===== src/rtl/icfgt_cfg.svh =====
// constants of the two-wire configuration target: timing, offsets, fields, resets
// assumes one 40 MHz clock; included by bare name where needed
`ifndef ICFGT_CFG_SVH
`define ICFGT_CFG_SVH

// clock and documented times
`define ICFGT_CLK_MHZ       40
`define ICFGT_PG_DELAY_US   500
`define ICFGT_STRAP_SU_US   250
`define ICFGT_STRAP_HD_US   10
`define ICFGT_DEBOUNCE_MS   16
`define ICFGT_PG_CYCLES     (`ICFGT_PG_DELAY_US * `ICFGT_CLK_MHZ)
`define ICFGT_SU_CYCLES     (`ICFGT_STRAP_SU_US * `ICFGT_CLK_MHZ)
`define ICFGT_DB_CYCLES     (`ICFGT_DEBOUNCE_MS * 1000 * `ICFGT_CLK_MHZ)
`define ICFGT_SYNC_LAT      3

// register offsets
`define ICFGT_OFS_GENERAL   8'h0A
`define ICFGT_OFS_DPEQ01    8'h10
`define ICFGT_OFS_DPEQ23    8'h11
`define ICFGT_OFS_LSTAT     8'h12
`define ICFGT_OFS_EVENT     8'h20

// general register fields
`define ICFGT_GEN_CTL_LSB   0
`define ICFGT_GEN_FLIP      2
`define ICFGT_GEN_HPDOVR    3
`define ICFGT_GEN_EQOVR     4
`define ICFGT_GEN_HPDSWAP   5

// reset values
`define ICFGT_GEN_RST       6'h01
`define ICFGT_EQ_RST        8'h00
`define ICFGT_EVT_RST       8'h00

// upper five target address bits per high-strap level
`define ICFGT_AHI_LVL0      5'h11
`define ICFGT_AHI_LVLR      5'h08
`define ICFGT_AHI_LVLF      5'h04
`define ICFGT_AHI_LVL1      5'h03

`endif


===== src/rtl/icfgt_pkg.sv =====
// types shared by the configuration target and its bench
// assumes strap levels arrive already encoded as 0, R, F, 1 -> 0..3
package icfgt_pkg;

   // four-level strap code: 0=low, 1=R, 2=F, 3=high
   typedef logic [1:0] icfgt_level_t;

   // configuration straps sampled once after power-up
   typedef struct packed {
      logic         busMode;
      icfgt_level_t downstreamEq1;
      icfgt_level_t downstreamEq0;
      icfgt_level_t upstreamEq1;
      icfgt_level_t upstreamEqLowAddrLowStrap;
      icfgt_level_t displayEq1;
      icfgt_level_t displayEqLowAddrHighStrap;
   } icfgt_straps_s;

   // control outputs towards the datapath
   typedef struct packed {
      logic        powerGood;
      logic [1:0]  funcSel;
      logic        flip;
      logic        hpdOverride;
      logic        hpdSwap;
      logic [15:0] displayEq;
      logic [3:0]  upstreamEq;
      logic [3:0]  downstreamEq;
      logic [3:0]  swFlags;
   } icfgt_ctrl_s;

   // two-wire target states
   typedef enum logic [3:0] {
      ST_IDLE, ST_ADDR, ST_ADDR_ACK, ST_SUB, ST_SUB_ACK,
      ST_WR, ST_WR_ACK, ST_RD, ST_RD_ACK, ST_IGNORE
   } icfgt_state_e;

endpackage : icfgt_pkg


===== src/rtl/icfgt_debounce.sv =====
// debouncer for the mode-control and orientation pins
// assumes asynchronous pins; two flops synchronise them before any logic
`timescale 1ns/1ps
`include "icfgt_cfg.svh"

module icfgt_debounce #(
   parameter int W      = 3,
   parameter int CYCLES = `ICFGT_DB_CYCLES
) (
   input  logic         clk,
   input  logic         rst,
   input  logic [W-1:0] pins,
   output logic [W-1:0] level
);
   localparam int CW = $clog2(CYCLES + 1);

   logic [W-1:0]  sync1_q;
   logic [W-1:0]  sync2_q;
   logic [W-1:0]  level_q;
   logic [W-1:0]  level_d;
   logic [CW-1:0] cnt_q;
   logic [CW-1:0] cnt_d;

   // count stable cycles; accept so the whole path stays within the limit
   always_comb begin
      level_d = level_q;
      cnt_d   = '0;
      if (sync2_q != level_q) begin
         if (cnt_q == CW'(CYCLES - `ICFGT_SYNC_LAT)) begin
            level_d = sync2_q;
         end else begin
            cnt_d = CW'(cnt_q + 1'b1);
         end
      end
   end

   // synchroniser and debounce state
   always_ff @(posedge clk) begin
      if (rst) begin
         sync1_q <= '0;
         sync2_q <= '0;
         level_q <= '0;
         cnt_q   <= '0;
      end else begin
         sync1_q <= pins;
         sync2_q <= sync1_q;
         level_q <= level_d;
         cnt_q   <= cnt_d;
      end
   end

   assign level = level_q;

endmodule : icfgt_debounce


===== src/rtl/icfgt_target.sv =====
// two-wire configuration target with strap sampling and pin/register mode
// assumes pins are asynchronous to clk (40 MHz) and an open-drain data wire outside
`timescale 1ns/1ps
`include "icfgt_cfg.svh"

// How it works
// target address: five upper bits from high strap, two lower from low strap.
// write starts with start, address, direction zero; address is acknowledged.
// first write byte is the sub-address, acknowledged and loaded as pointer.
// further write bytes are stored and each one acknowledged.
// each stored byte advances the pointer by one.
// master closes every write with a stop.
// read starts with start, address, direction one; ack, then data MSB first.
// read starts at the pointer: zero, last read plus one, or written sub-address.
// after each sent byte the target waits for master ack or nack.
// on master ack the next register is sent.
// on nack the target releases data and waits for stop.
// master closes every read with a stop.
// a sub-address-only write sets where later reads start.
// reads advance one register per byte until the master ends them.
// set-type field goes to one on written one; zero does nothing.
// clear-type field goes to zero on written one; zero does nothing.
// update-type fields change from hardware on their own.
// internal power good rises no later than 500 us after reset.
// straps are stable 250 us before sampling.
// straps stay stable 10 us after sampling.
// sampled set is bus-mode strap and three equalizer strap pairs.
// control and orientation pins debounced, accepted within 16 ms.
// serial clock and data pins carry register access.
// bus-mode strap zero: pins select function; otherwise registers do.
module icfgt_target #(
   parameter int PG_CYCLES = `ICFGT_PG_CYCLES,
   parameter int SU_CYCLES = `ICFGT_SU_CYCLES,
   parameter int DB_CYCLES = `ICFGT_DB_CYCLES
) (
   input  logic                  clk,
   input  logic                  rst,
   input  icfgt_pkg::icfgt_straps_s strapPins,
   input  logic [1:0]            functionSelectPins,
   input  logic                  flipPin,
   input  logic                  scl,
   input  logic                  sdaIn,
   output logic                  sdaOut,
   output logic                  sdaOe,
   input  logic [3:0]            hwEvent,
   input  logic [6:0]            laneStatus,
   output icfgt_pkg::icfgt_ctrl_s ctrl
);
   localparam int PW = $clog2(PG_CYCLES + 1);

   icfgt_pkg::icfgt_straps_s strapS1_q;
   icfgt_pkg::icfgt_straps_s strapS2_q;
   icfgt_pkg::icfgt_straps_s straps_q;
   icfgt_pkg::icfgt_straps_s straps_d;
   icfgt_pkg::icfgt_ctrl_s   ctrl_q;
   icfgt_pkg::icfgt_ctrl_s   ctrl_d;
   icfgt_pkg::icfgt_state_e  state_q;
   icfgt_pkg::icfgt_state_e  state_d;
   logic [PW-1:0] pwrCnt_q;
   logic [PW-1:0] pwrCnt_d;
   logic          powerGood_q;
   logic          powerGood_d;
   logic [2:0]    dbLevel;
   logic          sclS1_q;
   logic          sclS2_q;
   logic          sclP_q;
   logic          sdaS1_q;
   logic          sdaS2_q;
   logic          sdaP_q;
   logic          sclRise;
   logic          sclFall;
   logic          startSeen;
   logic          stopSeen;
   logic [3:0]    bitCnt_q;
   logic [3:0]    bitCnt_d;
   logic [7:0]    shift_q;
   logic [7:0]    shift_d;
   logic [7:0]    ptr_q;
   logic [7:0]    ptr_d;
   logic          sdaOe_q;
   logic          sdaOe_d;
   logic          rnw_q;
   logic          rnw_d;
   logic          wrEn;
   logic [6:0]    devAddr;
   logic [4:0]    addrHigh;
   logic [7:0]    rdData;
   logic [5:0]    genReg_q;
   logic [5:0]    genReg_d;
   logic [7:0]    dpEq01_q;
   logic [7:0]    dpEq01_d;
   logic [7:0]    dpEq23_q;
   logic [7:0]    dpEq23_d;
   logic [7:0]    evt_q;
   logic [7:0]    evt_d;
   logic [3:0]    dispStrapEq;
   logic [7:0]    dpEq01Eff;
   logic [7:0]    dpEq23Eff;

   // pin synchronisers; the first stage feeds only the second
   always_ff @(posedge clk) begin
      if (rst) begin
         strapS1_q <= '0;
         strapS2_q <= '0;
         sclS1_q   <= 1'b1;
         sclS2_q   <= 1'b1;
         sclP_q    <= 1'b1;
         sdaS1_q   <= 1'b1;
         sdaS2_q   <= 1'b1;
         sdaP_q    <= 1'b1;
      end else begin
         strapS1_q <= strapPins;
         strapS2_q <= strapS1_q;
         sclS1_q   <= scl;
         sclS2_q   <= sclS1_q;
         sclP_q    <= sclS2_q;
         sdaS1_q   <= sdaIn;
         sdaS2_q   <= sdaS1_q;
         sdaP_q    <= sdaS2_q;
      end
   end

   // bus events from the synchronised wires
   assign sclRise   = sclS2_q & ~sclP_q;
   assign sclFall   = ~sclS2_q & sclP_q;
   assign startSeen = sclS2_q & sclP_q & sdaP_q & ~sdaS2_q;
   assign stopSeen  = sclS2_q & sclP_q & ~sdaP_q & sdaS2_q;

   // power-good timer and one-time strap capture
   always_comb begin
      pwrCnt_d    = pwrCnt_q;
      powerGood_d = powerGood_q;
      straps_d    = straps_q;
      if (!powerGood_q) begin
         pwrCnt_d = PW'(pwrCnt_q + 1'b1);
      end
      if (!powerGood_q && pwrCnt_q == PW'(SU_CYCLES - 1)) begin
         straps_d = strapS2_q;
      end
      if (pwrCnt_q == PW'(PG_CYCLES - 1)) begin
         powerGood_d = 1'b1;
      end
   end

   always_ff @(posedge clk) begin
      if (rst) begin
         pwrCnt_q    <= '0;
         powerGood_q <= 1'b0;
         straps_q    <= '0;
      end else begin
         pwrCnt_q    <= pwrCnt_d;
         powerGood_q <= powerGood_d;
         straps_q    <= straps_d;
      end
   end

   // control and orientation pin debouncer
   icfgt_debounce #(
      .W      (3),
      .CYCLES (DB_CYCLES)
   ) u_debounce (
      .clk   (clk),
      .rst   (rst),
      .pins  ({flipPin, functionSelectPins}),
      .level (dbLevel)
   );

   // target address from the two address straps
   always_comb begin
      unique case (straps_q.displayEqLowAddrHighStrap)
         2'h0: addrHigh = `ICFGT_AHI_LVL0;
         2'h1: addrHigh = `ICFGT_AHI_LVLR;
         2'h2: addrHigh = `ICFGT_AHI_LVLF;
         2'h3: addrHigh = `ICFGT_AHI_LVL1;
      endcase
   end
   assign devAddr = {addrHigh, straps_q.upstreamEqLowAddrLowStrap};

   // equalizer fields show straps unless software overrides them
   assign dispStrapEq = {straps_q.displayEq1, straps_q.displayEqLowAddrHighStrap};
   assign dpEq01Eff = genReg_q[`ICFGT_GEN_EQOVR] ? dpEq01_q : {2{dispStrapEq}};
   assign dpEq23Eff = genReg_q[`ICFGT_GEN_EQOVR] ? dpEq23_q : {2{dispStrapEq}};

   // register read mux; unmapped offsets read zero
   always_comb begin
      unique case (ptr_q)
         `ICFGT_OFS_GENERAL: rdData = {2'h0, genReg_q};
         `ICFGT_OFS_DPEQ01:  rdData = dpEq01Eff;
         `ICFGT_OFS_DPEQ23:  rdData = dpEq23Eff;
         `ICFGT_OFS_LSTAT:   rdData = {1'b0, laneStatus};
         `ICFGT_OFS_EVENT:   rdData = evt_q;
         default:            rdData = 8'h00;
      endcase
   end

   // two-wire target sequencer
   always_comb begin
      state_d  = state_q;
      bitCnt_d = bitCnt_q;
      shift_d  = shift_q;
      ptr_d    = ptr_q;
      sdaOe_d  = sdaOe_q;
      rnw_d    = rnw_q;
      wrEn     = 1'b0;
      if (!powerGood_q || stopSeen) begin
         state_d = icfgt_pkg::ST_IDLE;
         sdaOe_d = 1'b0;
      end else if (startSeen) begin
         state_d  = icfgt_pkg::ST_ADDR;
         bitCnt_d = 4'h0;
         sdaOe_d  = 1'b0;
      end else begin
         unique case (state_q)
            icfgt_pkg::ST_IDLE, icfgt_pkg::ST_IGNORE: begin
            end
            icfgt_pkg::ST_ADDR, icfgt_pkg::ST_SUB, icfgt_pkg::ST_WR: begin
               if (sclRise) begin
                  shift_d  = {shift_q[6:0], sdaS2_q};  // msb first
                  bitCnt_d = bitCnt_q + 4'h1;
               end
               if (sclFall && bitCnt_q == 4'h8) begin
                  bitCnt_d = 4'h0;
                  sdaOe_d  = 1'b1;
                  if (state_q == icfgt_pkg::ST_ADDR) begin
                     if (shift_q[7:1] == devAddr) begin
                        rnw_d   = shift_q[0];
                        state_d = icfgt_pkg::ST_ADDR_ACK;
                     end else begin
                        sdaOe_d = 1'b0;
                        state_d = icfgt_pkg::ST_IGNORE;
                     end
                  end else if (state_q == icfgt_pkg::ST_SUB) begin
                     ptr_d   = shift_q;
                     state_d = icfgt_pkg::ST_SUB_ACK;
                  end else begin
                     wrEn    = 1'b1;
                     ptr_d   = ptr_q + 8'h01;
                     state_d = icfgt_pkg::ST_WR_ACK;
                  end
               end
            end
            icfgt_pkg::ST_ADDR_ACK, icfgt_pkg::ST_SUB_ACK, icfgt_pkg::ST_WR_ACK: begin
               if (sclFall) begin
                  if (state_q == icfgt_pkg::ST_ADDR_ACK && rnw_q) begin
                     shift_d  = rdData;
                     ptr_d    = ptr_q + 8'h01;
                     sdaOe_d  = ~rdData[7];
                     bitCnt_d = 4'h0;
                     state_d  = icfgt_pkg::ST_RD;
                  end else begin
                     sdaOe_d = 1'b0;
                     state_d = (state_q == icfgt_pkg::ST_ADDR_ACK) ?
                               icfgt_pkg::ST_SUB : icfgt_pkg::ST_WR;
                  end
               end
            end
            icfgt_pkg::ST_RD: begin
               if (sclFall) begin
                  if (bitCnt_q == 4'h7) begin
                     sdaOe_d  = 1'b0;
                     bitCnt_d = 4'h0;
                     state_d  = icfgt_pkg::ST_RD_ACK;
                  end else begin
                     shift_d  = {shift_q[6:0], 1'b0};
                     sdaOe_d  = ~shift_q[6];
                     bitCnt_d = bitCnt_q + 4'h1;
                  end
               end
            end
            icfgt_pkg::ST_RD_ACK: begin
               if (sclRise) begin
                  if (sdaS2_q) begin
                     state_d = icfgt_pkg::ST_IGNORE;
                  end else begin
                     bitCnt_d = 4'h1;                    // ack seen
                  end
               end else if (sclFall && bitCnt_q == 4'h1) begin
                  shift_d  = rdData;
                  ptr_d    = ptr_q + 8'h01;
                  sdaOe_d  = ~rdData[7];
                  bitCnt_d = 4'h0;
                  state_d  = icfgt_pkg::ST_RD;
               end
            end
         endcase
      end
   end

   always_ff @(posedge clk) begin
      if (rst) begin
         state_q  <= icfgt_pkg::ST_IDLE;
         bitCnt_q <= 4'h0;
         shift_q  <= 8'h00;
         ptr_q    <= 8'h00;
         sdaOe_q  <= 1'b0;
         rnw_q    <= 1'b0;
      end else begin
         state_q  <= state_d;
         bitCnt_q <= bitCnt_d;
         shift_q  <= shift_d;
         ptr_q    <= ptr_d;
         sdaOe_q  <= sdaOe_d;
         rnw_q    <= rnw_d;
      end
   end

   // register file writes and hardware updates
   always_comb begin
      genReg_d = genReg_q;
      dpEq01_d = dpEq01_q;
      dpEq23_d = dpEq23_q;
      evt_d    = evt_q;
      if (wrEn) begin
         unique case (ptr_q)
            `ICFGT_OFS_GENERAL: genReg_d = shift_q[5:0];
            `ICFGT_OFS_DPEQ01:  dpEq01_d = shift_q;
            `ICFGT_OFS_DPEQ23:  dpEq23_d = shift_q;
            `ICFGT_OFS_EVENT: begin
               evt_d[7:4] = evt_q[7:4] | shift_q[7:4];
               evt_d[3:0] = evt_q[3:0] & ~shift_q[3:0];
            end
            default: begin
            end
         endcase
      end
      evt_d[3:0] = evt_d[3:0] | hwEvent;  // set beats clear
   end

   always_ff @(posedge clk) begin
      if (rst) begin
         genReg_q <= `ICFGT_GEN_RST;
         dpEq01_q <= `ICFGT_EQ_RST;
         dpEq23_q <= `ICFGT_EQ_RST;
         evt_q    <= `ICFGT_EVT_RST;
      end else begin
         genReg_q <= genReg_d;
         dpEq01_q <= dpEq01_d;
         dpEq23_q <= dpEq23_d;
         evt_q    <= evt_d;
      end
   end

   // control outputs: pin mode or register mode
   always_comb begin
      ctrl_d              = '0;
      ctrl_d.powerGood    = powerGood_q;
      ctrl_d.displayEq    = {dpEq23Eff, dpEq01Eff};
      ctrl_d.upstreamEq   = {straps_q.upstreamEq1, straps_q.upstreamEqLowAddrLowStrap};
      ctrl_d.downstreamEq = {straps_q.downstreamEq1, straps_q.downstreamEq0};
      ctrl_d.swFlags      = evt_q[7:4];
      ctrl_d.hpdOverride  = genReg_q[`ICFGT_GEN_HPDOVR];
      ctrl_d.hpdSwap      = genReg_q[`ICFGT_GEN_HPDSWAP];
      if (powerGood_q) begin
         if (!straps_q.busMode) begin
            ctrl_d.funcSel = dbLevel[1:0];
            ctrl_d.flip    = dbLevel[2];
         end else begin
            ctrl_d.funcSel = genReg_q[`ICFGT_GEN_CTL_LSB +: 2];
            ctrl_d.flip    = genReg_q[`ICFGT_GEN_FLIP];
         end
      end
   end

   always_ff @(posedge clk) begin
      if (rst) begin
         ctrl_q <= '0;
      end else begin
         ctrl_q <= ctrl_d;
      end
   end

   assign ctrl   = ctrl_q;
   assign sdaOe  = sdaOe_q;  // open drain: pulls low while enabled
   assign sdaOut = 1'b0;

endmodule : icfgt_target


===== config.mk =====
export PLATFORM = sky130hd
export DESIGN_NAME = icfgt_target
export DESIGN_NICKNAME = d
export VERILOG_FILES = /design/src/rtl/icfgt_pkg.sv /design/src/rtl/icfgt_debounce.sv /design/src/rtl/icfgt_target.sv
export VERILOG_INCLUDE_DIRS = /design/src /design/src/rtl
export SDC_FILE = /design/constraint.sdc
export NUM_CORES = 1
export LEC_CHECK = 0
export ABC_AREA = 1
export BUFFER_PORTS_ARGS = -buffer_cell sky130_fd_sc_hd__buf_2
export CORE_MARGIN = 2
export CORE_UTILIZATION = 39
export CTS_CLUSTER_DIAMETER = 100
export DETAILED_ROUTE_END_ITERATION = 8
export PLACE_DENSITY_LB_ADDON = 0.08
export SYNTH_ARGS = -nofsm -noshare
export SYNTH_HDL_FRONTEND = slang
export SYNTH_SLANG_ARGS = --single-unit

===== constraint.sdc =====
create_clock -name clk -period 1.7 [get_ports clk]
set_clock_uncertainty 0.1 [all_clocks]
set_input_delay 0.17 -clock clk [delete_from_list [all_inputs] [get_ports clk]]
set_output_delay 0.17 -clock clk [all_outputs]
set_load 0.005 [all_outputs]

Word level (Yosys, flattened, before mapping)
Cells that the tools add are included.
Widths: inputs -> output; s select.
Storage, ports and cells
  flip-flop bits (word level): 180
  input bits: 31
  output and inout bits: 36
  logic and storage cells: 216
Cells by class
  $add $sub $neg: 4
  equality and inequality tests: 45
  mux-type cells: 64
  bitwise operators: 21
  reduce and logical (&&, ||, !) cells: 28
Operator list (number)
  $mux 8: 16
  $mux 4: 21
  $pmux 8 s5: 1
  $pmux 4 s4: 2
  $pmux 8 s4: 1
  $eq 8x5->1 const B: 3
  $pmux 8 s3: 1
  $ne 3x3->1 const B: 7
  $add 20x1->20 const B: 1
  $eq 20x20->1 const B: 1
  $eq 4x3->1 const B: 5
  $ne 2x2->1 const B: 10
  $pmux 5 s4: 1
  $mux 1: 16
  $ne 4x4->1 const B: 4
  $add 15x1->15 const B: 1
  $eq 15x14->1 const B: 1
  $eq 15x15->1 const B: 1
  $reduce_and 7->1: 2
  $reduce_and 6->1: 2
  $reduce_or 3->1: 4
  $not 1->1: 10
  $reduce_and 10->1: 1
  $reduce_and 2->1: 5
  28 further kinds: 45

Longest topological paths before layout
Gate-level depths: netlist of the first run.
  depth after elaboration: 9
  gate-level depth with buffers: 13

By module
Synthesis of the first run repeated with hierarchy kept, for this count alone.
Unflattened totals
  cells, all modules: 1159
  area, all modules: 8324.2 um^2
By module, submodules not included
  icfgt_target: instances 1, cells an instance 940, area each 6834.1 um^2
  icfgt_debounce: instances 1, cells an instance 219, area each 1490.2 um^2

Worst setup path after synthesis of the first run
No wires, ideal clock.
  kind: register to register
  start: register ptr_q[0]
  end: register dpEq01_q[6]
  setup time: 119 ps
  data arrival time: 1513 ps
  required time: 1481 ps
  path slack: -32 ps
  cell stages (with the launch flop): 9
  buffers on the path: 1
  clock period less this slack: 1732 ps
  path through: dfxtp_1 > inv_1 > ha_1 > nand3_1 > nor2_1 > nand3_2 > buf_2 > o21ai_1 > a21oi_1
Between the ends
  cells in the longest elaborated chain, start to end: 2
RTL lines
  start, declared: line icfgt_target.sv:78  | logic [7:0] ptr_q;
  start signal, assigned: line icfgt_target.sv:301  | ptr_q <= ptr_d;
  $eq 8x5->1: line icfgt_target.sv:314  | unique case (ptr_q)
  $reduce_and 2->1 (no source line)
  end signal, assigned: line icfgt_target.sv:332  | dpEq01_q <= `ICFGT_EQ_RST;
  end signal, assigned: line icfgt_target.sv:337  | dpEq01_q <= dpEq01_d;
  end, declared: line icfgt_target.sv:90  | logic [7:0] dpEq01_q;
No other way between the ends.
A chain may end at the register's enable or synchronous reset.

Worst setup path in the final report of the first run
  start: register state_q[2]
  end: register shift_q[6]
Between the ends
  cells in the longest elaborated chain, start to end: 4
  elaborated cells between the ends (all ways): 21
  classes of those cells: eq/ne (15); mux (1); reduce/logical (5)
RTL lines
  start, declared: line icfgt_target.sv:57  | icfgt_pkg::icfgt_state_e state_q;
  start signal, assigned: line icfgt_target.sv:291  | state_q <= icfgt_pkg::ST_IDLE;
  start signal, assigned: line icfgt_target.sv:298  | state_q <= state_d;
  $eq 4x2->1, or another cell as far along: line icfgt_target.sv:213, icfgt_target.sv:244
  $reduce_or 3->1 or $logic_and 1x1->1 (tied branches): line icfgt_target.sv:213, icfgt_target.sv:244
  $ne 2x2->1 (no source line) or $reduce_bool 4->1 (tied branches)
  $reduce_and 10->1 (no source line)
  end signal, assigned: line icfgt_target.sv:300  | shift_q <= shift_d;
  end, declared: line icfgt_target.sv:76  | logic [7:0] shift_q;
Parallel ways exist; a longest one is shown, timed or not.

==> impl_metrics.env, run 1 <==
export IMPL_status="finished with violations"
export IMPL_violations="negative setup slack"
export IMPL_setup_worst_path_end_class="register"
export IMPL_root_buffer="clkbuf_16"
export IMPL_ys_types=43
export IMPL_synth_nets=1185
export IMPL_r2r_end="shift_q[6]"
export IMPL_overflow=0
export IMPL_synth_cells=1140
export IMPL_io_buffers=65
export IMPL_setup_tns_ns=-0.265
export IMPL_critical_path_max_fanout=7
export IMPL_cts_sinks=180
export IMPL_final_nets=1426
export IMPL_setup_slack_ns=-0.0413
export IMPL_layout_drive_gt1_share_pct=34.2
export IMPL_hp_start="laneStatus[3]"
export IMPL_async_flop_share_pct=0
export IMPL_r2r_slack_ns=-0.04
export IMPL_syn_to_final_growth_pct=44.8
export IMPL_vias_per_cell=4.71
export IMPL_hold_path_class="input pin to register"
export IMPL_cp_required_ns=1.97
export IMPL_crit_path_max_incr_delay_ns=0.41
export IMPL_clkTransAtPathRegs_ns=0.07
export IMPL_crit_type="register to register"
export IMPL_cts_tree="done"
export IMPL_syn_area_per_cell_um2=7.05
export IMPL_final_hold_viol_count=0
export IMPL_synth_top_area_share_pct=44.8
export IMPL_vdd_ir_drop_max_v=0.000581
export IMPL_postRouteAntennaNets=0
export IMPL_period_needed_ns=1.74
export IMPL_synth_edf_count=0
export IMPL_yosysWarnings=0
export IMPL_setup_viol=14
export IMPL_synth_most_common_cell="nor2_1"
export IMPL_clock_latency_ns=0.44
export IMPL_grt_max_degree=68
export IMPL_dp_cells=1572
export IMPL_rr_worst_depth=10
export IMPL_crit_end="shift_q[6]"
export IMPL_dr_first_iter_drc_count=420
export IMPL_crit_cells=10
export IMPL_cp_cell_sequence="inv_4 -> nor2_4 -> nand2_2 -> nand2_4 -> inv_2 -> a21oi_4 -> nand3_4 -> nor2_4 -> nor2_1 -> nor2_1"
export IMPL_slew_violations=0
export IMPL_grt_pass1_vias=7222
export IMPL_p_per_area_mw_per_mm2=765
export IMPL_die_w_um=148
export IMPL_synth_area_top_cells="dfxtp_1, nor2_1, nand2_1, inv_1, nand3_1"
export IMPL_grt_use_total_pct=20.5
export IMPL_cts_htree_levels=4
export IMPL_placed_cell_area_mm2=0.00958
export IMPL_post_route_cell_area_mm2=0.0116
export IMPL_syn_area_mm2=0.00804
export IMPL_cp_startpoint="state_q[2]"
export IMPL_drc=0
export IMPL_synth_top_area_cell="dfxtp_1"
export IMPL_clk_path_buf_depth=2
export IMPL_ios=67
export IMPL_num_vias=7845
export IMPL_crit_family="simple AND/OR/NAND/NOR gates"
export IMPL_grt_pass1_wl_um=35700
export IMPL_crit_buf_inv=2
export IMPL_dieArea_mm2=0.0218
export IMPL_leakage_uw=0.00504
export IMPL_post_dp_hpwl_um=15800
export IMPL_row_count=52
export IMPL_ys_top_cells_by_count="nor2_1, nand2_1, dfxtp_1, inv_1, nand3_1"
export IMPL_drtPass1Iterations=5
export IMPL_wl_per_cell_um=13.7
export IMPL_cp_arrival_ns=2.01
export IMPL_antenna_found_initial=1
export IMPL_antennaDiodeCount=0
export IMPL_ys_flop_type="dfxtp_1"
export IMPL_die_y_um=148
export IMPL_initial_core_util_pct=39.7
export IMPL_coreArea_mm2=0.0202
export IMPL_synth_seq_area_share_pct=44.8
export IMPL_drv_cap=0
export IMPL_numCtsBuffers=17
export IMPL_fin_util_pct=57.5
export IMPL_synth_seq_cells=180
export IMPL_instances_no_fill=1664
export IMPL_r2r_start="state_q[2]"
export IMPL_crit_path_start_kind="register"
export IMPL_place_congestion=0.881
export IMPL_rsz0062_at_grt="yes"
export IMPL_timing_final_crit_share_pct=102
export IMPL_slowest_stage="dfxtp_4"
export IMPL_max_freq_mhz=574
export IMPL_routed_wl_um=22800
sequential cells by signal (all words and copies together), names as in the netlist, 4 cells and up:
name	flops
shift_q	8
genReg_q	6
dpEq01_q	8
ptr_q	8
evt_q	8
state_q	4
strapS1_q	13
ctrl	34
bitCnt_q	4
u_debounce.cnt_q	20
ctrl_d	8
dispStrapEq	4
pwrCnt_q	15
strapS2_q	13
dpEq23_q	8
layer usage:
metal  vias up  part of all wire (%)  wire (um)  GRT usage, %
met5         -                 0.057         13             0
met4         2                   2.4        557          8.22
li1       4076                     -          -             -
met3        44                   3.9        887          3.52
met1      3566                    48      11000          28.7
met2       157                    45      10400          31.5
through the flow:
step	hold WS [ns]	setup WS [ns]	total power (uW)
2_1_floorplan	0.174	0.0105	4540
3_3_place_gp	0.257	-0.207	4660
3_5_place_dp	0.257	-0.181	4660
4_1_cts	0.118	-0.0381	8960
5_1_grt	0.165	-0.155	9210
6_report	0.140	-0.0413	8900
repair_timing:
action	CTS	global route
setup buffers	13	20
hold endpoints to repair	32	0
setup endpoints to repair	72	91
cloned	1	1
hold buffers	25	0
pin swaps	28	85
gates resized for setup	60	243
worst register-to-register path, delay by kind of cell (launching register included):
family | cells | cell delay [ns]
AO/OA/AOI/OAI | 1 | 0.24
flip-flops | 1 | 0.41
AND/OR/NAND/NOR | 7 | 0.79
buffers and inverters | 2 | 0.13
placed cells by master (no fill, tap or decap), types with 4 or more instances in the layout:
| master | instances |
|---|---|
| nor2_2 | 32 |
| clkbuf_16 | 17 |
| nand3_4 | 10 |
| nor2_4 | 27 |
| buf_6 | 18 |
| xor2_1 | 9 |
| buf_12 | 5 |
| o21ai_1 | 32 |
| buf_2 | 64 |
| inv_2 | 23 |
| nor3_2 | 5 |
| nand3_1 | 54 |
| nand3_2 | 14 |
| dlygate4sd3_1 | 25 |
| nand4_1 | 22 |
| dfxtp_4 | 9 |
| nor2_1 | 160 |
| inv_8 | 4 |
| a21oi_2 | 9 |
| inv_4 | 9 |
| inv_1 | 147 |
| nand2_1 | 166 |
| nor3_1 | 15 |
| xnor2_1 | 9 |
| clkinv_8 | 5 |
| o21ai_0 | 32 |
| ha_1 | 6 |
| dfxtp_2 | 12 |
| a21oi_1 | 58 |
| ha_4 | 6 |
| or2_2 | 4 |
| buf_4 | 138 |
| dfxtp_1 | 159 |
| o21ai_2 | 16 |
| o22ai_1 | 4 |
| nand2_2 | 22 |
| nand2_4 | 9 |
layout make-up:
cell class,count,area (um2)
timing repair inverter,1,3.75
tap,270,338
sequential,180,3650
multi-input combinational,750,4380
inverter,181,703
fill,1935,8600
clock buffer,18,439
clock inverter,14,213
timing repair buffer,250,1910
how the worst min path moves through the flow:
stage,end,slack [ns],depth (start not counted)
detailed placement,sclS1_q,0.26,2
global route,shift_q[3],0.16,7
finish,shift_q[3],0.14,7
CTS,shift_q[3],0.12,7
floorplan,sclS1_q,0.17,1
global placement,sdaS1_q,0.26,2
power by group:
part | total, uW | switching [uW] | internal, uW | leakage (uW)
Combinational | 346 | 180 | 166 | 0.00325
Sequential | 4290 | 31.9 | 4260 | 0.00147
Clock | 4260 | 1940 | 2320 | 0.000317
logic make-up after synthesis:
kind of cell	count (synthesis)	synth area share (%)
simple gates	553	30.2
buf+inv	210	9.98
flops	180	44.8
xor+xnor	19	2.07
fa+ha+maj	14	2.18
other cells	1	0.0467
compound gates	163	10.7
Note: power is estimated with default switching activity, not from simulation.
==> inputs of run 2 (changes only) <==
--- a/config.mk
+++ b/config.mk
@@ -13,6 +13,7 @@
 export CTS_CLUSTER_DIAMETER = 100
 export DETAILED_ROUTE_END_ITERATION = 8
 export PLACE_DENSITY_LB_ADDON = 0.08
+export REMOVE_ABC_BUFFERS = 1
 export SYNTH_ARGS = -nofsm -noshare
 export SYNTH_HDL_FRONTEND = slang
 export SYNTH_SLANG_ARGS = --single-unit
==> impl_metrics.env, run 2 (synthesized netlist as in run 1, its figures left out) <==
export IMPL_drv_cap=0
export IMPL_timing_final_crit_share_pct=106
export IMPL_place_congestion=0.913
export IMPL_grt_pass1_wl_um=36200
export IMPL_grt_max_degree=45
export IMPL_layout_common_cells="nor2_1, nand2_1, buf_4"
export IMPL_layout_drive_gt1_share_pct=34.8
export IMPL_ios=67
export IMPL_grt_busiest_layer="met2"
export IMPL_row_count=52
export IMPL_final_hold_viol_count=0
export IMPL_post_dp_hpwl_um=16000
export IMPL_antenna_found_initial=0
export IMPL_setup_worst_path_end_class="register"
export IMPL_hp_start="rst"
export IMPL_antennaDiodeCount=0
export IMPL_clock_latency_ns=0.44
export IMPL_root_buffer="clkbuf_16"
export IMPL_setup_viol=21
export IMPL_cts_tree="done"
export IMPL_crit_path_start_kind="register"
export IMPL_whs_ns=0.0321
export IMPL_die_w_um=148
export IMPL_critical_path_max_fanout=7
export IMPL_slew_violations=0
export IMPL_p_per_area_mw_per_mm2=732
export IMPL_clk_path_buf_depth=2
export IMPL_cp_arrival_ns=2.07
export IMPL_crit_type="register to register"
export IMPL_use_met2_pct=33.8
export IMPL_violations="negative setup slack"
export IMPL_grt_use_met3_pct=3.70
export IMPL_numCtsBuffers=17
export IMPL_postRouteAntennaNets=0
export IMPL_r2r_slack_ns=-0.10
export IMPL_io_buffers=65
export IMPL_vdd_ir_drop_max_v=0.000668
export IMPL_syn_to_final_growth_pct=46.9
export IMPL_overflow=0
export IMPL_vias_per_cell=4.68
export IMPL_dieArea_mm2=0.0218
export IMPL_period_needed_ns=1.80
export IMPL_final_nets=1450
export IMPL_hold_path_class="input pin to register"
export IMPL_cp_startpoint="bitCnt_q[1]"
export IMPL_die_y_um=148
export IMPL_dr_first_iter_drc_count=395
export IMPL_drtPass1Iterations=5
export IMPL_clkTransAtPathRegs_ns=0.07
export IMPL_cp_required_ns=1.97
export IMPL_fill_cells=1904
export IMPL_status="finished with violations"
export IMPL_coreArea_mm2=0.0202
export IMPL_max_freq_mhz=555
export IMPL_r2r_end="shift_q[5]"
export IMPL_largest_reg_flops=34
export IMPL_leakage_uw=0.00519
export IMPL_routed_wl_um=22500
export IMPL_setup_slack_ns=-0.103
export IMPL_setup_tns_ns=-0.976
export IMPL_initial_core_util_pct=39.7
export IMPL_wl_per_cell_um=13.3
export IMPL_r2r_start="bitCnt_q[1]"
export IMPL_fin_util_pct=58.3
export IMPL_cts_sinks=180
export IMPL_cts_htree_levels=4
export IMPL_hold_path_end="ctrl[33]"
export IMPL_final_common_cell="nor2_1"
export IMPL_rsz0062_at_grt="yes"
export IMPL_holdPathStages=2
export IMPL_grt_use_total_pct=20.6
export IMPL_drc=0
export IMPL_use_met1_pct=27.6
export IMPL_num_vias=7907
export IMPL_rr_worst_depth=11
export IMPL_grt_pass1_vias=7418
==> run 2: timing repair <==
action                                 4_1_cts  5_1_grt
resized for setup                           82      204
setup endpoints to repair                   60       85
setup buffers                               13       19
hold buffers                                27        0
gates cloned                                 0        1
endpoints found under the hold margin       28        0
pin swaps                                   41       86
==> run 2: where the power goes <==
part	leakage (uW)	internal, uW	total [uW]	switching [uW]
registers	0.00147	4260	4290	29.1
clock network	0.000292	2000	3980	1980
logic	0.00342	179	368	189
total	0.00519	6440	8640	2200
==> run 2: how the worst max path moves through the flow <==
stage | endpoint | slack, ns | cells past startpoint
after global placement | shift_q[0] | -0.17 | 10
after CTS | shift_q[5] | -0.14 | 11
after detailed placement | shift_q[1] | -0.20 | 10
after floorplan | u_debounce.cnt_q[18] | -0.33 | 4
final | shift_q[5] | -0.10 | 11
after global routing | shift_q[4] | -0.21 | 11
==> run 2: stage by stage <==
| stage | instance area, um2 | instances | worst slack, ns | total power (uW) |
|---|---|---|---|---|
| 5_1_grt | 11800 | 1688 | -0.205 | 8970 |
| 6_report | 11800 | 1688 | -0.103 | 8640 |
| 3_5_place_dp | 9740 | 1596 | -0.202 | 4660 |
| 4_1_cts | 11000 | 1668 | -0.142 | 8710 |
| 3_3_place_gp | 9740 | 1596 | -0.171 | 4660 |
| 2_1_floorplan | 7910 | 1111 | -0.330 | 4510 |
==> run 2: metal layers <==
metal	up-vias	share of wire [%]
li1	4133	-
met4	0	2.3
met5	-	0
met3	35	4.0
met1	3563	47
met2	176	46
==> run 2: worst max-delay path, stage by stage, from the launching register on <==
cell	delay (ns)
dfxtp_2	0.34
inv_4	0.08
ha_4	0.14
nand3_4	0.08
o21ai_4	0.16
nand2_2	0.08
buf_6	0.12
nor2_4	0.18
nand3_4	0.15
nor2_4	0.14
nor2_1	0.06
nor2_1	0.12
==> run 2: layout make-up <==
| type | count | area [um2] | area share [%] |
|---|---|---|---|
| multi-input cells | 750 | 4410 | 37.4 |
| flip-flops and latches | 180 | 3640 | 30.9 |
| repair buffers | 275 | 2110 | 17.9 |
| inverters | 181 | 703 | 5.96 |
| clock buffers | 17 | 425 | 3.60 |
| well taps | 270 | 338 | 2.86 |
| clock inverters | 15 | 176 | 1.49 |
==> inputs of run 3 (changes only) <==
--- a/config.mk
+++ b/config.mk
@@ -8,10 +8,12 @@
 export LEC_CHECK = 0
 export ABC_AREA = 1
 export BUFFER_PORTS_ARGS = -buffer_cell sky130_fd_sc_hd__buf_2
+export CORE_ASPECT_RATIO = 0.8
 export CORE_MARGIN = 2
 export CORE_UTILIZATION = 39
 export CTS_CLUSTER_DIAMETER = 100
 export DETAILED_ROUTE_END_ITERATION = 8
+export GPL_TIMING_DRIVEN = 0
 export PLACE_DENSITY_LB_ADDON = 0.08
 export REMOVE_ABC_BUFFERS = 1
 export SYNTH_ARGS = -nofsm -noshare
==> impl_metrics.env, run 3 (synthesized netlist as in run 1, its figures left out) <==
export IMPL_slew_violations=0
export IMPL_numCtsBuffers=17
export IMPL_grt_max_degree=57
export IMPL_whs_ns=0.0533
export IMPL_grt_busiest_layer="met2"
export IMPL_post_dp_hpwl_um=14000
export IMPL_regArea_mm2=0.00367
export IMPL_clkTransAtPathRegs_ns=0.08
export IMPL_cpMostUsedCell="buf_4"
export IMPL_use_met2_pct=30.0
export IMPL_vdd_ir_drop_max_v=0.000693
export IMPL_clock_latency_ns=0.45
export IMPL_layout_drive_gt1_share_pct=25.9
export IMPL_dieArea_mm2=0.0218
export IMPL_final_nets=1312
export IMPL_syn_to_final_growth_pct=32.9
export IMPL_timing_final_crit_share_pct=105
export IMPL_total_power_uw=8780
export IMPL_initial_core_util_pct=40.1
export IMPL_antennaDiodeCount=0
export IMPL_ios=67
export IMPL_largest_reg_flops=34
export IMPL_drc=0
export IMPL_critical_path_max_fanout=6
export IMPL_cts_tree="done"
export IMPL_cts_htree_levels=4
export IMPL_fill_cells=1964
export IMPL_vias_per_cell=4.86
export IMPL_rsz0062_at_grt="yes"
export IMPL_leakage_uw=0.00446
export IMPL_die_w_um=164
export IMPL_fin_util_pct=53.3
export IMPL_setup_viol=27
export IMPL_io_buffers=65
export IMPL_p_per_area_mw_per_mm2=822
export IMPL_violations="negative setup slack"
export IMPL_grt_pass1_wl_um=34300
export IMPL_cts_sinks=180
export IMPL_row_count=46
export IMPL_cp_arrival_ns=2.01
export IMPL_routed_wl_um=21400
export IMPL_wl_per_cell_um=13.8
export IMPL_antenna_found_initial=0
export IMPL_period_needed_ns=1.78
export IMPL_grt_pass1_vias=6717
export IMPL_use_met1_pct=28.6
export IMPL_layout_common_cells="nor2_1, nand2_1, dfxtp_1"
export IMPL_hold_path_class="input pin to register"
export IMPL_dr_first_iter_drc_count=466
export IMPL_root_buffer="clkbuf_16"
export IMPL_grt_use_met3_pct=3.68
export IMPL_multi_input_area_mm2=0.00432
export IMPL_num_vias=7502
export IMPL_drv_cap=0
export IMPL_final_hold_viol_count=0
export IMPL_drtPass1Iterations=5
export IMPL_coreArea_mm2=0.0200
export IMPL_die_y_um=132
export IMPL_clk_path_buf_depth=2
export IMPL_grt_use_total_pct=19.7
export IMPL_setup_worst_path_end_class="register"
export IMPL_postRouteAntennaNets=0
export IMPL_crit_type="register to register"
export IMPL_status="finished with violations"
export IMPL_final_common_cell="nor2_1"
export IMPL_cp_required_ns=1.93
export IMPL_crit_path_max_incr_delay_ns=0.36
export IMPL_cp_cell_sequence="inv_1 -> nand3_4 -> o21ai_4 -> nand2_2 -> buf_4 -> nor2_4 -> buf_4 -> nand2_4 -> o21ai_1 -> a21oi_1"
export IMPL_slowest_stage="dfxtp_1"
export IMPL_setup_slack_ns=-0.0791
export IMPL_max_freq_mhz=562
export IMPL_overflow=0
export IMPL_crit_path_start_kind="register"
export IMPL_place_congestion=0.840
run 3: cell types whose count changed in the layout (fill, tap and decap cells not counted), moves of 7 or more:
cell and change:
dfxtp_4 +8, nand2_2 -7, buf_6 -15, nor2_2 -11, o21ai_1 +8, nand3_1 +7
o21ai_2 -13, nor2_1 +11, buf_4 -124
run 3: routing by layer:
layer | part of all wire, % | wire length, um
met5 | 0 | 0
met4 | 1.0 | 216
met3 | 4.7 | 994
met2 | 45 | 9630
met1 | 49 | 10500
run 3: power breakdown:
part	switching, uW	internal, uW	total, uW
sequential	31.7	4250	4280
combinational	177	145	321
clock	2110	2070	4170
run 3: final cells by class:
type | instances | area share [%]
Timing Repair inverter | 1 | 0.0703
Timing Repair Buffer | 133 | 9.45
Clock inverter | 15 | 1.96
Tap cell | 264 | 3.09
Inverter | 181 | 6.64
Sequential cell | 180 | 34.3
Multi-Input combinational cell | 753 | 40.5
Clock buffer | 17 | 3.98
run 3: final timing paths:
path | slack, ns | end | startpoint | cells past startpoint
setup / recovery | -0.08 | ptr_q[4] | bitCnt_q[2] | 10
hold / removal | 0.05 | strapS1_q[8] | rst | 2
setup reg to reg | -0.08 | ptr_q[4] | bitCnt_q[2] | 10
hold reg to reg | 0.30 | u_debounce.sync2_q[1] | u_debounce.sync1_q[1] | 2
run 3: timing repair:
action,in CTS,in global routing
gates resized for setup,141,104
pin swaps,39,41
endpoints found under the setup margin,92,93
hold buffers,22,0
setup buffers,30,14
hold endpoints to repair,22,0
gates cloned,2,2
run 3: metrics by stage:
stage,TNS (ns),instances,area [um2],worst slack [ns]
after floorplan,-4.39,1111,7910,-0.330
after global placement,-215.86,1440,8570,-3.18
after detailed placement,-34.51,1442,8610,-0.742
after CTS,-1.19,1528,10200,-0.0775
after global routing,-5.99,1544,10700,-0.178
final,-0.963,1544,10700,-0.0791
run 3: worst max-delay path, delay by kind of cell, from the launching register on:
family,cells,cell delay (ns)
buf+inv,3,0.48
flops,1,0.36
simple gates,4,0.39
compound gates,3,0.33
